===== src/design/scr_pkg.sv =====
// constants for the serial controller command and data register front end
// What this block does
// - command registers are write-only; command bits clear themselves once the action starts
// - software reset acts like hardware reset, lasts four clocks, default mode after
// - interrupt acknowledge forces interrupt output inactive for two clocks
// - status clear clears receive, modem and timer status together
// - power-down command enters power-down mode
// - flush transmit machine resets its logic only, then enables transmission
// - flush transmit fifo empties the transmit fifo
// - transmit enable starts sending; disable waits for current character to finish
// - receive enable allows reception; receive disable stops it
// - flush receive machine resets its logic, enables reception, unlocks fifo writes
// - flush receive fifo empties the receive fifo
// - lock blocks receive fifo writes; reception and status reporting continue
// - unlock re-enables receive fifo writes
// - timer command writes ignored for a timer used as baud generator
// - timer gate bits enable counting when 1, and keep their written value
// - timer start triggers timer; terminal count sets its expired status bit
// - modem control bits drive their pins inverted, only for general outputs
// - loopback bit enables loopback of the type chosen in a mode register
// - transmit data write pushes byte plus transmit flags into the transmit fifo
// - transmit flags give address marker, software parity and ninth data bits
// - receive data shows oldest character; reading loads next entry into data and flags
package scr_pkg;
    localparam logic [3:0] ADDR_DEVICE_COMMAND   = 4'h0;
    localparam logic [3:0] ADDR_TRANSMIT_COMMAND = 4'h1;
    localparam logic [3:0] ADDR_RECEIVE_COMMAND  = 4'h2;
    localparam logic [3:0] ADDR_TIMER_COMMAND    = 4'h3;
    localparam logic [3:0] ADDR_MODEM_CONTROL    = 4'h4;
    localparam logic [3:0] ADDR_TX_DATA          = 4'h5;
    localparam logic [3:0] ADDR_TX_FLAGS         = 4'h6;
    localparam logic [3:0] ADDR_RX_DATA          = 4'h7;
    localparam logic [3:0] ADDR_RX_FLAGS         = 4'h8;
    localparam logic [3:0] ADDR_STATE            = 4'h9;
    // device command bits
    localparam int BIT_SOFT_RESET   = 0;
    localparam int BIT_INT_ACK      = 1;
    localparam int BIT_STATUS_CLEAR = 2;
    localparam int BIT_POWER_DOWN   = 3;
    // transmit command bits
    localparam int BIT_FLUSH_TXM = 0;
    localparam int BIT_FLUSH_TXF = 1;
    localparam int BIT_TX_EN     = 2;
    localparam int BIT_TX_DIS    = 3;
    // receive command bits
    localparam int BIT_RX_EN     = 0;
    localparam int BIT_RX_DIS    = 1;
    localparam int BIT_FLUSH_RXM = 2;
    localparam int BIT_FLUSH_RXF = 3;
    localparam int BIT_LOCK_RXF  = 4;
    localparam int BIT_OPEN_RXF  = 5;
    // timer command bits
    localparam int BIT_START_A = 0;
    localparam int BIT_START_B = 1;
    localparam int BIT_GATE_A  = 2;
    localparam int BIT_GATE_B  = 3;
    // modem control bits
    localparam int BIT_DTR  = 0;
    localparam int BIT_RTS  = 1;
    localparam int BIT_GP_OUTPUT_ONE = 2;
    localparam int BIT_GP_OUTPUT_TWO = 3;
    localparam int BIT_LOOP = 4;
    localparam int BIT_GP_OUTPUT_ZERO = 5;
    // transmit flags bits
    localparam int BIT_NINTH   = 0;
    localparam int BIT_PARITY  = 1;
    localparam int BIT_ADDRMRK = 2;
    localparam logic [7:0] MODEM_RESET = 8'h00;
    localparam logic [7:0] FLAGS_RESET = 8'h00;
    localparam logic [2:0] TX_FLAG_MASK = 3'h7;
    // timing in clocks
    localparam int SOFT_RESET_CLOCKS = 4;
    localparam int INT_ACK_CLOCKS    = 2;
endpackage


===== src/design/scr_regs.sv =====
// command and data register front end of the serial controller
`timescale 1ns/1ps
module scr_regs #(
    parameter int RX_WIDTH = 8
) (
    input  wire logic                clk,
    input  wire logic                reset,
    input  wire logic [3:0]          addr,
    input  wire logic [7:0]          wrData,
    input  wire logic                wrStrobe,
    input  wire logic                rdStrobe,
    output logic      [7:0]          rdData,
    // surrounding device
    input  wire logic                intRequest,
    output logic                     intOut,
    output logic                     deviceReset,
    output logic                     statusClear,
    output logic                     powerDown,
    output logic                     flushTxMachine,
    output logic                     flushTxFifo,
    output logic                     txEnable,
    input  wire logic                txBusy,
    output logic                     flushRxMachine,
    output logic                     flushRxFifo,
    output logic                     rxEnable,
    output logic                     rxFifoLocked,
    input  wire logic                timerABaud,
    input  wire logic                timerBBaud,
    output logic                     timerAGate,
    output logic                     timerBGate,
    output logic                     timerAStart,
    output logic                     timerBStart,
    input  wire logic                timerATerminal,
    input  wire logic                timerBTerminal,
    output logic                     timerAExpired,
    output logic                     timerBExpired,
    input  wire logic [5:0]          pinIsGpOut,
    output logic                     dtrPin,
    output logic                     rtsPin,
    output logic                     gpOutputOne,
    output logic                     gpOutputTwo,
    output logic                     gpOutputZero,
    output logic                     loopbackActive,
    output logic [RX_WIDTH+2:0]      txPushData,
    output logic                     txPush,
    input  wire logic                txFifoFull,
    input  wire logic                rxFifoValid,
    input  wire logic [7:0]          rxFifoData,
    input  wire logic [7:0]          rxFifoFlags,
    output logic                     rxFifoPop
);
    logic [2:0] softCount;
    logic [1:0] ackCount;
    logic [7:0] modemControl;
    logic [7:0] txFlags;
    logic [7:0] rxDataHead;
    logic [7:0] rxFlags;
    logic       rxHeadValid;
    logic       txStopPending;
    logic       wrDev;
    logic       wrTx;
    logic       wrRx;
    logic       wrTm;
    logic       rdRxData;
    logic       softActive;

    assign wrDev = wrStrobe && addr == scr_pkg::ADDR_DEVICE_COMMAND;
    assign wrTx = wrStrobe && addr == scr_pkg::ADDR_TRANSMIT_COMMAND;
    assign wrRx = wrStrobe && addr == scr_pkg::ADDR_RECEIVE_COMMAND;
    assign wrTm = wrStrobe && addr == scr_pkg::ADDR_TIMER_COMMAND;
    assign rdRxData = rdStrobe && addr == scr_pkg::ADDR_RX_DATA;
    assign softActive = softCount != 3'h0;

    // software reset stretcher; counter itself only sees the hardware reset
    always_ff @(posedge clk) begin
        if (reset) begin
            softCount <= 3'h0;
        end else if (wrDev && wrData[scr_pkg::BIT_SOFT_RESET]) begin
            softCount <= 3'(scr_pkg::SOFT_RESET_CLOCKS);
        end else if (softActive) begin
            softCount <= softCount - 3'h1;
        end
    end

    always_ff @(posedge clk) begin
        if (reset) begin
            deviceReset <= 1'b1;
        end else begin
            deviceReset <= (wrDev && wrData[scr_pkg::BIT_SOFT_RESET]) || softCount > 3'h1;
        end
    end

    // one-cycle command pulses: nothing latches, so a second write is never needed
    always_ff @(posedge clk) begin
        if (reset || softActive) begin
            statusClear    <= 1'b0;
            flushTxMachine <= 1'b0;
            flushTxFifo    <= 1'b0;
            flushRxMachine <= 1'b0;
            flushRxFifo    <= 1'b0;
            timerAStart    <= 1'b0;
            timerBStart    <= 1'b0;
        end else begin
            statusClear    <= wrDev && wrData[scr_pkg::BIT_STATUS_CLEAR];
            flushTxMachine <= wrTx && wrData[scr_pkg::BIT_FLUSH_TXM];
            flushTxFifo    <= wrTx && wrData[scr_pkg::BIT_FLUSH_TXF];
            flushRxMachine <= wrRx && wrData[scr_pkg::BIT_FLUSH_RXM];
            flushRxFifo    <= wrRx && wrData[scr_pkg::BIT_FLUSH_RXF];
            timerAStart    <= wrTm && !timerABaud && wrData[scr_pkg::BIT_START_A];
            timerBStart    <= wrTm && !timerBBaud && wrData[scr_pkg::BIT_START_B];
        end
    end

    // interrupt acknowledge blanking
    always_ff @(posedge clk) begin
        if (reset || softActive) begin
            ackCount <= 2'h0;
        end else if (wrDev && wrData[scr_pkg::BIT_INT_ACK]) begin
            // the write cycle itself blanks the first clock, the counter the rest
            ackCount <= 2'(scr_pkg::INT_ACK_CLOCKS - 1);
        end else if (ackCount != 2'h0) begin
            ackCount <= ackCount - 2'h1;
        end
    end

    always_ff @(posedge clk) begin
        if (reset || softActive) begin
            intOut <= 1'b0;
        end else begin
            // pending requests reappear once the blanking ends
            intOut <= intRequest && ackCount == 2'h0
                      && !(wrDev && wrData[scr_pkg::BIT_INT_ACK]);
        end
    end

    // power-down leaves only through a reset
    always_ff @(posedge clk) begin
        if (reset || softActive) begin
            powerDown <= 1'b0;
        end else if (wrDev && wrData[scr_pkg::BIT_POWER_DOWN]) begin
            powerDown <= 1'b1;
        end
    end

    // transmit enable; disable is deferred while a character is on the wire
    always_ff @(posedge clk) begin
        if (reset || softActive) begin
            txEnable      <= 1'b0;
            txStopPending <= 1'b0;
        end else if (wrTx && (wrData[scr_pkg::BIT_TX_EN] || wrData[scr_pkg::BIT_FLUSH_TXM])) begin
            txEnable      <= 1'b1;
            txStopPending <= 1'b0;
        end else if (wrTx && wrData[scr_pkg::BIT_TX_DIS]) begin
            txEnable      <= txBusy;
            txStopPending <= txBusy;
        end else if (txStopPending && !txBusy) begin
            txEnable      <= 1'b0;
            txStopPending <= 1'b0;
        end
    end

    always_ff @(posedge clk) begin
        if (reset || softActive) begin
            rxEnable <= 1'b0;
        end else if (wrRx && (wrData[scr_pkg::BIT_RX_EN] || wrData[scr_pkg::BIT_FLUSH_RXM])) begin
            rxEnable <= 1'b1;
        end else if (wrRx && wrData[scr_pkg::BIT_RX_DIS]) begin
            rxEnable <= 1'b0;
        end
    end

    // lock only gates fifo writes; receive status keeps flowing
    always_ff @(posedge clk) begin
        if (reset || softActive) begin
            rxFifoLocked <= 1'b0;
        end else if (wrRx && (wrData[scr_pkg::BIT_OPEN_RXF] || wrData[scr_pkg::BIT_FLUSH_RXM])) begin
            rxFifoLocked <= 1'b0;
        end else if (wrRx && wrData[scr_pkg::BIT_LOCK_RXF]) begin
            rxFifoLocked <= 1'b1;
        end
    end

    // gate bits hold their value after the write
    always_ff @(posedge clk) begin
        if (reset || softActive) begin
            timerAGate <= 1'b0;
            timerBGate <= 1'b0;
        end else if (wrTm) begin
            if (!timerABaud) begin
                timerAGate <= wrData[scr_pkg::BIT_GATE_A];
            end
            if (!timerBBaud) begin
                timerBGate <= wrData[scr_pkg::BIT_GATE_B];
            end
        end
    end

    // expired flags: terminal count wins over status clear
    always_ff @(posedge clk) begin
        if (reset || softActive) begin
            timerAExpired <= 1'b0;
            timerBExpired <= 1'b0;
        end else begin
            timerAExpired <= timerATerminal || (timerAExpired && !statusClear);
            timerBExpired <= timerBTerminal || (timerBExpired && !statusClear);
        end
    end

    always_ff @(posedge clk) begin
        if (reset || softActive) begin
            modemControl <= scr_pkg::MODEM_RESET;
            txFlags      <= scr_pkg::FLAGS_RESET;
        end else if (wrStrobe && addr == scr_pkg::ADDR_MODEM_CONTROL) begin
            modemControl <= wrData;
        end else if (wrStrobe && addr == scr_pkg::ADDR_TX_FLAGS) begin
            txFlags <= {5'h00, wrData[2:0] & scr_pkg::TX_FLAG_MASK};
        end
    end

    // pins not set as general outputs idle high (inactive)
    always_ff @(posedge clk) begin
        if (reset || softActive) begin
            dtrPin         <= 1'b1;
            rtsPin         <= 1'b1;
            gpOutputOne    <= 1'b1;
            gpOutputTwo    <= 1'b1;
            gpOutputZero   <= 1'b1;
            loopbackActive <= 1'b0;
        end else begin
            dtrPin <= !(pinIsGpOut[0] && modemControl[scr_pkg::BIT_DTR]);
            rtsPin <= !(pinIsGpOut[1] && modemControl[scr_pkg::BIT_RTS]);
            gpOutputOne  <= !(pinIsGpOut[2] && modemControl[scr_pkg::BIT_GP_OUTPUT_ONE]);
            gpOutputTwo  <= !(pinIsGpOut[3] && modemControl[scr_pkg::BIT_GP_OUTPUT_TWO]);
            gpOutputZero <= !(pinIsGpOut[5] && modemControl[scr_pkg::BIT_GP_OUTPUT_ZERO]);
            // type of loopback comes from the mode register outside
            loopbackActive <= modemControl[scr_pkg::BIT_LOOP];
        end
    end

    // a write to a full fifo is dropped here: txPush stays low while txFifoFull is set
    always_ff @(posedge clk) begin
        if (reset || softActive) begin
            txPush     <= 1'b0;
            txPushData <= '0;
        end else begin
            txPush <= wrStrobe && addr == scr_pkg::ADDR_TX_DATA && !txFifoFull;
            if (wrStrobe && addr == scr_pkg::ADDR_TX_DATA) begin
                txPushData <= {txFlags[2:0], wrData};
            end
        end
    end

    // receive head holding register refilled from the fifo
    always_ff @(posedge clk) begin
        if (reset || softActive) begin
            rxDataHead  <= 8'h00;
            rxFlags     <= 8'h00;
            rxHeadValid <= 1'b0;
            rxFifoPop   <= 1'b0;
        end else begin
            rxFifoPop <= 1'b0;
            if ((!rxHeadValid || rdRxData) && rxFifoValid && !rxFifoPop) begin
                rxDataHead  <= rxFifoData;
                rxFlags     <= rxFifoFlags;
                rxHeadValid <= 1'b1;
                rxFifoPop   <= 1'b1;
            end else if (rdRxData) begin
                rxHeadValid <= 1'b0;
            end
        end
    end

    // read port; command and transmit data registers are write-only and read zero
    always_ff @(posedge clk) begin
        if (reset) begin
            rdData <= 8'h00;
        end else if (!rdStrobe) begin
            rdData <= 8'h00;
        end else if (addr == scr_pkg::ADDR_MODEM_CONTROL) begin
            rdData <= modemControl;
        end else if (addr == scr_pkg::ADDR_TX_FLAGS) begin
            rdData <= txFlags;
        end else if (addr == scr_pkg::ADDR_RX_DATA) begin
            rdData <= rxDataHead;
        end else if (addr == scr_pkg::ADDR_RX_FLAGS) begin
            rdData <= rxFlags;
        end else if (addr == scr_pkg::ADDR_STATE) begin
            rdData <= {rxHeadValid, powerDown, rxFifoLocked, rxEnable, txEnable,
                       timerBGate, timerAGate, timerAExpired | timerBExpired};
        end else begin
            rdData <= 8'h00;
        end
    end
endmodule


===== config.mk =====
export PLATFORM = sky130hd
export DESIGN_NAME = scr_regs
export DESIGN_NICKNAME = d
export VERILOG_FILES = /design/src/design/scr_pkg.sv /design/src/design/scr_regs.sv
export SDC_FILE = /design/constraint.sdc
export NUM_CORES = 1
export LEC_CHECK = 0
export ABC_AREA = 0
export ABC_CLOCK_PERIOD_IN_PS = 1850
export BUFFER_PORTS_ARGS = -buffer_cell sky130_fd_sc_hd__clkbuf_2
export CORE_MARGIN = 3
export CORE_UTILIZATION = 52
export CTS_CLUSTER_DIAMETER = 100
export DETAILED_ROUTE_END_ITERATION = 16
export GPL_ROUTABILITY_DRIVEN = 0
export GPL_TIMING_DRIVEN = 0
export PLACE_DENSITY = 0.79
export RECOVER_POWER = 100
export SYNTH_ARGS = -nofsm -noshare
export SYNTH_HDL_FRONTEND = slang
export SYNTH_SLANG_ARGS = --single-unit

===== constraint.sdc =====
create_clock -name clk -period 1.85 [get_ports clk]
set_clock_uncertainty 0.1 [all_clocks]
set_input_delay 0.185 -clock clk [delete_from_list [all_inputs] [get_ports clk]]
set_output_delay 0.185 -clock clk [all_outputs]
set_load 0.005 [all_outputs]

==> flow_summary.yaml, run 1 <==
floorplanning:
  start_util: 0.552
  die_h_um: 86.5
  core_area_um2: 6100
  rows: 28
  ios: 90
  dieArea_um2: 7470
  die_x_um: 86.5
placement:
  dp_slack_ns: -0.0209
  dpl-instance-area_um2: 3890
  hpwl_um: 6450
  dp.cells: 518
  port_buffers: 87
power:
  leakage_nw: 1.75
  p_per_area_nw_per_um2: 987
  ir_worst_vdd_uv: 600
worst_hold_path:
  hold_class: "in -> reg"
  min_to: "intOut"
  min_path_cells: 2
  hp-start: "intRequest"
cts:
  cts_root_buf: "clkbuf_8"
  clock_latency_ns: 0.35
  cts_tree: "done"
  cts_made_buffers: 9
  cts_sinks: 78
  clockBufferDepth: 2
  h-tree-depth: 3
  clkTransAtPathRegs_ns: 0.08
global_routing:
  antenna_found_initial: 0
  grt_pass1_vias: 3083
  grt_pass1_wl_um: 15000
  grt_usage: 0.256
  gr-total-overflow: 0
  grt_max_degree: 13
critical_path:
  timing.rr.end: "txPushData[7]"
  reg2reg_depth: 6
  rrSetupSlack_ns: 0.14
  critPathCaptureType: "flop"
  cp_data_required_time_ns: 2.03
  critPathTopFamily: "buffers and inverters"
  cp_num_buf_inv: 3
  cp_cell_sequence: "inv_1, ha_2, or3b_1, clkbuf_4, clkbuf_4, a21oi_1"
  path_class: "reg -> reg"
  cpPeakStageDelay_ns: 0.36
  critical-path-slowest-cell: "or3b_1"
  cp.depth: 6
  worstPathArrival_ns: 1.90
  start_kind: "flop"
  rr_startpoint: "softCount[1]"
  cp_max_fo: 10
  cpMostUsedCell: "clkbuf_4"
logic_synthesis:
  synth-seq-area-share: 0.464
  synthCells: 356
  synth_top_area_cell: "dfxtp_1"
  async_reset_ff_frac: 0
  ys_ff_latch: 78
  synth_area_leaders: "dfxtp_1 46%, mux2i_1 5.9%, nand2_1 4.8%"
  synthesis.nets: 406
  yosysWarnings: 0
  synth.distinct_cells: 55
  netlist.area_leader.share: 0.464
  netlist_area_um2: 3370
  postSynthAreaPerCell_um2: 9.45
  synthFlopType: "dfxtp_1"
  synth_edf_count: 0
sta:
  fmax_mhz: 584
  slew_viol_final: 0
  tightestPinTransition_ns: 0.594
  period_share: 0.926
  slew_headroom: 0.602
  fin_setup_tns_ns: 0
  rsz0062_at_grt: "false"
  final-setup-viol-count: 0
  hold_viol: 0
  fin_crit_ns: 1.71
  setup_ws_ns: 0.138
job:
  cap_viol_max_count: 0
routing:
  drc: 0
  first_pass_iters: 5
  num_vias: 3199
  ant_nets: 0
  viasPerCell: 5.67
  wl_per_cell_um: 16.4
  routed_wl_um: 9240
  dr.first_iter.drc_count: 218
finish:
  fillers: 512
  final_nets: 534
  multi_input_area_um2: 1600
  post_layout_nonfiller_instances: 564
  fin_area_um2: 4370
  ff_latch_area_um2: 1560
  layout-drive-gt1-share: 0.264
  n_antenna_cell: 0
  area_delta_synth_final_pct: 29.7
run_status:
  status: "complete, no violations"
[routing by layer]
layer  GRT usage  share of wire  up-vias
met4      0.0737          0.019        0
met5           0              0        -
li1            -              -     1525
met3      0.0675          0.091       27
met1       0.327           0.41     1466
met2       0.428           0.48      181
[cells by family (layout without fill, tap and decap cells)]
kind of cell,count (synthesis),count (layout),share of synthesized area
fa+ha+maj,4,4,0.0149
buf+inv,37,170,0.0628
compound gates,82,82,0.154
simple gates,124,124,0.209
mux,29,29,0.0896
xor+xnor,2,2,0.00521
flops,78,78,0.464
[metrics by stage]
step | power (mW) | hold WS [ns] | util
floorplan | 2.61 | 0.154 | -
global placement | 2.89 | 0.252 | 0.639
detailed placement | 2.93 | 0.257 | 0.639
CTS | 4.27 | 0.0137 | 0.719
global route | 4.53 | 0.00660 | 0.716
finish | 4.31 | 0.00837 | 0.716
[where the power goes]
part | switching, mW | internal (mW)
Combinational | 0.619 | 0.470
Clock | 0.610 | 0.696
Sequential | 0.0960 | 1.82
[synth_stat cells, types with 7 or more instances]
cell type and instances:
mux2_2 9, a21oi_1 27, o21ai_1 9, mux2i_1 20, a22oi_1 7, inv_1 10
nand3_1 27, buf_2 16, o21ai_0 15, buf_6 7, dfxtp_1 78, nor2_1 11
nand2_1 43
[flip-flops by register name, indices dropped and copies added (netlist names), 2 cells and up]
register and flops:
txFlags 3, txPushData 11, rxFlags 8, softCount 3
ackCount 2, rxDataHead 8, modemControl 8, rdData 8
[cell type report]
class | instances | share of cell area
buffer | 27 | 0.0387
clock buffer | 13 | 0.0364
clock inverter | 3 | 0.00974
inverter | 10 | 0.00860
multi-input combinational | 241 | 0.366
sequential | 78 | 0.358
tap | 75 | 0.0215
timing repair buffer | 117 | 0.162
[worst max-delay path by stage]
stage | start | to | slack [ns]
after detailed placement | softCount[0] | timerBGate | -0.02
after CTS | softCount[0] | timerBGate | 0.06
after floorplan | softCount[0] | txPushData[6] | 0.32
after global routing | softCount[1] | modemControl[4] | 0.009
final | softCount[1] | txPushData[7] | 0.14
after global placement | softCount[0] | txStopPending | 0.06
[placed cells by master, fill, tap and decap left out, types with 3 or more instances in the layout]
master and n:
o21ai_1 9, mux2i_1 20, inv_1 9, clkbuf_2 73, clkbuf_8 11, nor2_1 11
nand3_1 27, nand2_1 43, a31oi_1 3, clkbuf_1 28, dfxtp_1 78, ha_1 3
buf_6 6, a22oi_1 7, mux2_2 9, dlygate4sd3_1 28, nand2b_1 5, nor3_2 3
o21ai_0 15, a21oi_1 27, buf_2 6, nor3_1 3, and3_1 5, nand4_1 4
o2bb2ai_1 5
[repair_timing]
item                       4_1_cts  5_1_grt
hold buffers                    28        0
setup buffers                    0        2
setup endpoints to repair       11       22
resized for setup                1        4
pin swaps                        0        0
hold endpoints to repair        30        0
Power figures use the tool's default switching activity.
==> run 2: changes to the inputs <==
CORE_MARGIN = not set   (was 3)
CTS_CLUSTER_DIAMETER = 120   (was 100)
RECOVER_POWER = 25   (was 100)
==> run 2 against run 1 <==
  * Global-route usage increased by 1.9 points
  * Clock power is 18% higher
  * First-iteration DRC count rose by 7.3%
  * Clock-buffer cell count fell by 3
  * Critical path depth is the same
  * Die area down 9.0%
  * Hold slack improved by 0.00051 ns
  * Total power increased by 5.0%
  * Register-to-register slack hardly changed
  * Sequential share of layout area fell by 0.19 points
  * Combinational power fell by 4%
  * Non-clock buffer count fell by 3
  * Critical path type unchanged
  * Critical endpoint is now txPushData[8]
  * Largest power group unchanged
==> flow_summary.yaml, run 2 (same netlist as run 1, synthesis figures left out) <==
run_status:
  status: "complete, no violations"
critical_path:
  cp_cell_sequence: "inv_1, ha_2, or3b_1, buf_2, buf_2, a21oi_1"
  critPathCaptureType: "flop"
  path_class: "reg -> reg"
  critical-path-slowest-cell: "or3b_1"
  worstPathArrival_ns: 1.89
  cpPeakStageDelay_ns: 0.36
  cpMostUsedCell: "buf_2"
  reg2reg_depth: 6
  start_kind: "flop"
  cp_data_required_time_ns: 2.03
  cp_max_fo: 10
cts:
  clock_latency_ns: 0.35
  clockBufferDepth: 2
  cts_made_buffers: 9
  clkTransAtPathRegs_ns: 0.08
  cts_sinks: 78
  h-tree-depth: 3
  cts_tree: "done"
  cts_root_buf: "clkbuf_8"
power:
  power_frac_comb: 0.233
  finalPower_mw: 4.52
  p_seq_frac: 0.423
  p_per_area_nw_per_um2: 1030
  p_clk_frac: 0.343
  swShare: 0.293
  ir_worst_vdd_uv: 714
  intPower_mw: 3.20
  p_switching_mw: 1.32
  leakage_nw: 1.78
routing:
  wl_per_cell_um: 15.7
  ant_nets: 0
  viasPerCell: 5.50
  routed_wl_um: 8780
  num_vias: 3088
  drc: 0
  dr.first_iter.drc_count: 234
  first_pass_iters: 4
floorplanning:
  rows: 28
  die_h_um: 82.5
  dieArea_um2: 6800
  core_area_um2: 6100
  start_util: 0.552
  ios: 90
  die_x_um: 82.5
sta:
  tightestPinTransition_ns: 0.664
  hold_viol: 0
  period_share: 0.926
  final-setup-viol-count: 0
  fin_setup_tns_ns: 0
  rsz0062_at_grt: "false"
  slew_headroom: 0.555
  fmax_mhz: 584
  slew_viol_final: 0
  fin_crit_ns: 1.71
finish:
  n_antenna_cell: 0
  final_cell_mix: "78 x dfxtp_1, 70 x clkbuf_2, 43 x nand2_1, 27 x a21oi_1, 27 x nand3_1"
  post_layout_nonfiller_instances: 561
  layout-drive-gt1-share: 0.278
  fillers: 482
  final_nets: 531
  top_register: "txPushData"
  area_delta_synth_final_pct: 30.4
  final_common_cell: "dfxtp_1"
  largest_reg_flops: 11
global_routing:
  antenna_found_initial: 0
  grt_pass1_vias: 2883
  grt_usage: 0.275
  gr-total-overflow: 0
  grt_max_degree: 14
  grt_pass1_wl_um: 13800
placement:
  dp.cells: 518
  hpwl_um: 6130
  port_buffers: 87
job:
  cap_viol_max_count: 0
worst_hold_path:
  min_path_cells: 3
  hold_class: "in -> reg"
## run 2: power groups by stage
stage | clock [mW] | combinational, mW | sequential (mW)
final | 1.55 | 1.05 | 1.92
after detailed placement | 0 | 0.973 | 1.95
after floorplan | 0 | 0.687 | 1.93
after global routing | 1.65 | 1.15 | 1.93
after global placement | 0 | 0.951 | 1.94
after CTS | 1.57 | 1.03 | 1.91
## run 2: cell type report
type / count / area, um^2 / share of cell area
Buffer: 27 / 166 / 0.0379
Clock buffer: 10 / 138 / 0.0314
Clock inverter: 6 / 109 / 0.0248
Inverter: 10 / 37.5 / 0.00855
Multi-Input combinational cell: 241 / 1600 / 0.365
Sequential cell: 78 / 1560 / 0.356
Tap cell: 75 / 93.8 / 0.0214
Timing Repair Buffer: 114 / 682 / 0.155
## run 2: worst paths after layout
path,slack (ns),startpoint,to
setup / recovery,0.14,softCount[0],txPushData[8]
hold / removal,0.009,rxFifoFlags[7],rxFlags[7]
setup reg to reg,0.14,softCount[0],txPushData[8]
hold reg to reg,0.31,modemControl[0],dtrPin
## run 2: per-stage QoR
stage / area [um^2] / hold WS, ns / utilization / setup slack (ns)
after CTS: 4410 / 0.00555 / 0.723 / 0.113
after global placement: 3890 / 0.252 / 0.639 / 0.0594
after global routing: 4390 / 0.0160 / 0.720 / 0.00194
after detailed placement: 3890 / 0.255 / 0.639 / 0.0260
after floorplan: 3370 / 0.154 / - / 0.316
final: 4390 / 0.00887 / 0.720 / 0.136
## run 2: per-layer routing
layer  wire, um  up-vias  GRT usage
li1           -     1516          -
met1       4040     1427      0.369
met2       3990      124      0.435
met3        527       21     0.0429
met4        224        0      0.123
met5          0        -          0
## run 2: repair_timing
item                                    CTS  global route
hold endpoints to repair                 27             0
resized for setup                         1             1
setup buffers                             0             1
hold buffers                             26             0
endpoints found under the setup margin    1            10
## run 2: worst max-delay path, delay by kind of cell (launching register included)
kind / cells / cell delay, ns
AO/OA/AOI/OAI: 1 / 0.13
adder cells (fa/ha/maj): 1 / 0.21
buffers and inverters: 3 / 0.52
flip-flops: 1 / 0.33
AND/OR/NAND/NOR: 1 / 0.36
==> run 3: changes to the inputs <==
CORE_MARGIN = 2   (was not set)
GPL_TIMING_DRIVEN = not set   (was 0)
==> run 3 against run 2 <==
  * Setup slack better by 0.049 ns
  * Sequential cell count is the same
  * Hold slack better by 0.0061 ns
  * Global-route usage is 4.1 points lower
  * Non-clock buffer count is 17 lower
  * Critical path depth is the same
  * Cell count shrank 2.7%
  * Clock-buffer cell count rose by 2
  * Clock power fell by 11%
  * Cell area shrank 2.4%
  * Sequential power about the same
  * Register-to-register slack improved by 0.05 ns
  * Critical endpoint is now rxDataHead[1]
  * Largest cell class unchanged
==> flow_summary.yaml, run 3 (same netlist as run 1, synthesis figures left out) <==
sta:
  slew_headroom: 0.694
  final-setup-viol-count: 0
  fin_setup_tns_ns: 0
  slew_viol_final: 0
  fin_crit_ns: 1.66
  hold_viol: 0
  period_share: 0.900
  fmax_mhz: 601
  tightestPinTransition_ns: 0.460
  rsz0062_at_grt: "false"
critical_path:
  critPathCaptureType: "flop"
  cp_max_fo: 53
  cp_num_buf_inv: 2
  cp_data_required_time_ns: 2.00
  cpPeakStageDelay_ns: 0.33
  worstPathArrival_ns: 1.82
  critPathTopFamily: "buffers and inverters"
  cp_cell_sequence: "inv_1, ha_1, nor3b_4, buf_12, nand2_1, mux2i_1"
  start_kind: "flop"
  critical-path-slowest-cell: "dfxtp_1"
  path_class: "reg -> reg"
power:
  finalPower_mw: 4.29
  ir_worst_vdd_uv: 770
  leakage_nw: 1.73
  p_per_area_nw_per_um2: 1000
cts:
  post-cts-setup-buffers: 0
  h-tree-depth: 3
  cts_tree: "done"
  cts_made_buffers: 9
  cts_root_buf: "clkbuf_8"
  cts_sinks: 78
  clock_latency_ns: 0.35
  clkTransAtPathRegs_ns: 0.08
  clockBufferDepth: 2
run_status:
  status: "complete, no violations"
routing:
  first_pass_iters: 5
  wl_per_cell_um: 15.4
  ant_nets: 0
  drc: 0
  routed_wl_um: 8390
  viasPerCell: 5.56
  dr.first_iter.drc_count: 133
  num_vias: 3036
global_routing:
  grt_pass1_wl_um: 13200
  grt_pass1_vias: 2816
  antenna_found_initial: 0
  grt_max_degree: 54
  gr-total-overflow: 0
  grt_usage: 0.234
finish:
  largest_reg_flops: 11
  n_antenna_cell: 0
  fin_area_um2: 4280
  top_register: "txPushData"
  post_layout_nonfiller_instances: 546
  area_delta_synth_final_pct: 27.2
  fillers: 531
  layout-drive-gt1-share: 0.273
  final_nets: 514
  final_cell_mix: "78 x dfxtp_1, 78 x clkbuf_2, 43 x nand2_1, 27 x a21oi_1, 27 x nand3_1"
placement:
  hpwl_um: 5820
  dpl-instance-area_um2: 3830
  dp.cells: 505
  port_buffers: 88
floorplanning:
  core_area_um2: 6310
  die_h_um: 84.5
  start_util: 0.533
  die_x_um: 84.5
  dieArea_um2: 7130
  ios: 90
  rows: 29
worst_hold_path:
  hold_class: "in -> reg"
job:
  cap_viol_max_count: 0
==> run 3: changes by cell type in the layout (fill, tap and decap cells not counted), moves of 6 or more <==
| cell | delta |
|---|---|
| clkbuf_1 | -10 |
| clkbuf_2 | +8 |
| buf_2 | -16 |
| buf_6 | -6 |
| buf_4 | +9 |
==> run 3: where the power goes <==
group,switching [mW],internal [mW]
Sequential,0.0963,1.82
Combinational,0.561,0.437
Clock,0.588,0.794
==> run 3: cell type report <==
type | instances | area, um^2 | share of cell area
inverters | 10 | 37.5 | 0.00876
multi-input cells | 241 | 1600 | 0.373
clock buffers | 12 | 145 | 0.0339
clock inverters | 4 | 70.1 | 0.0164
well taps | 77 | 96.3 | 0.0225
flip-flops and latches | 78 | 1560 | 0.365
repair buffers | 124 | 773 | 0.181
==> run 3: path summary, 6_finish.rpt <==
kind / from / endpoint / slack (ns) / cells after the start
min: rxFifoFlags[0] / rxFlags[0] / 0.01 / 3
max reg2reg: softCount[0] / rxDataHead[1] / 0.19 / 6
max: softCount[0] / rxDataHead[1] / 0.19 / 6
min reg2reg: modemControl[2] / gpOutputOne / 0.31 / 1
==> run 3: per-layer routing <==
metal / share of wire / vias up / routed length [um] / track usage
li1: - / 1479 / - / -
met1: 0.43 / 1425 / 3620 / 0.304
met2: 0.48 / 117 / 4050 / 0.379
met3: 0.065 / 15 / 545 / 0.0492
met4: 0.020 / 0 / 164 / 0.101
met5: 0 / - / 0 / 0
==> run 3: repair_timing <==
item	in CTS	in global routing
hold endpoints to repair	26	0
gates resized for setup	0	0
hold buffers	25	0
==> run 3: tightest hold or removal path, stage by stage <==
cell and delay [ns]:
clkbuf_2 0.09, nand2_1 0.06, mux2i_1 0.07
==> run 3: metrics by stage <==
stage / utilization / setup slack [ns] / hold slack (ns)
after floorplan: - / 0.316 / 0.154
after global placement: 0.607 / 0.261 / 0.251
after detailed placement: 0.607 / 0.170 / 0.255
after CTS: 0.680 / 0.186 / 0.00558
after global routing: 0.678 / 0.0790 / 0.0223
final: 0.678 / 0.185 / 0.0150
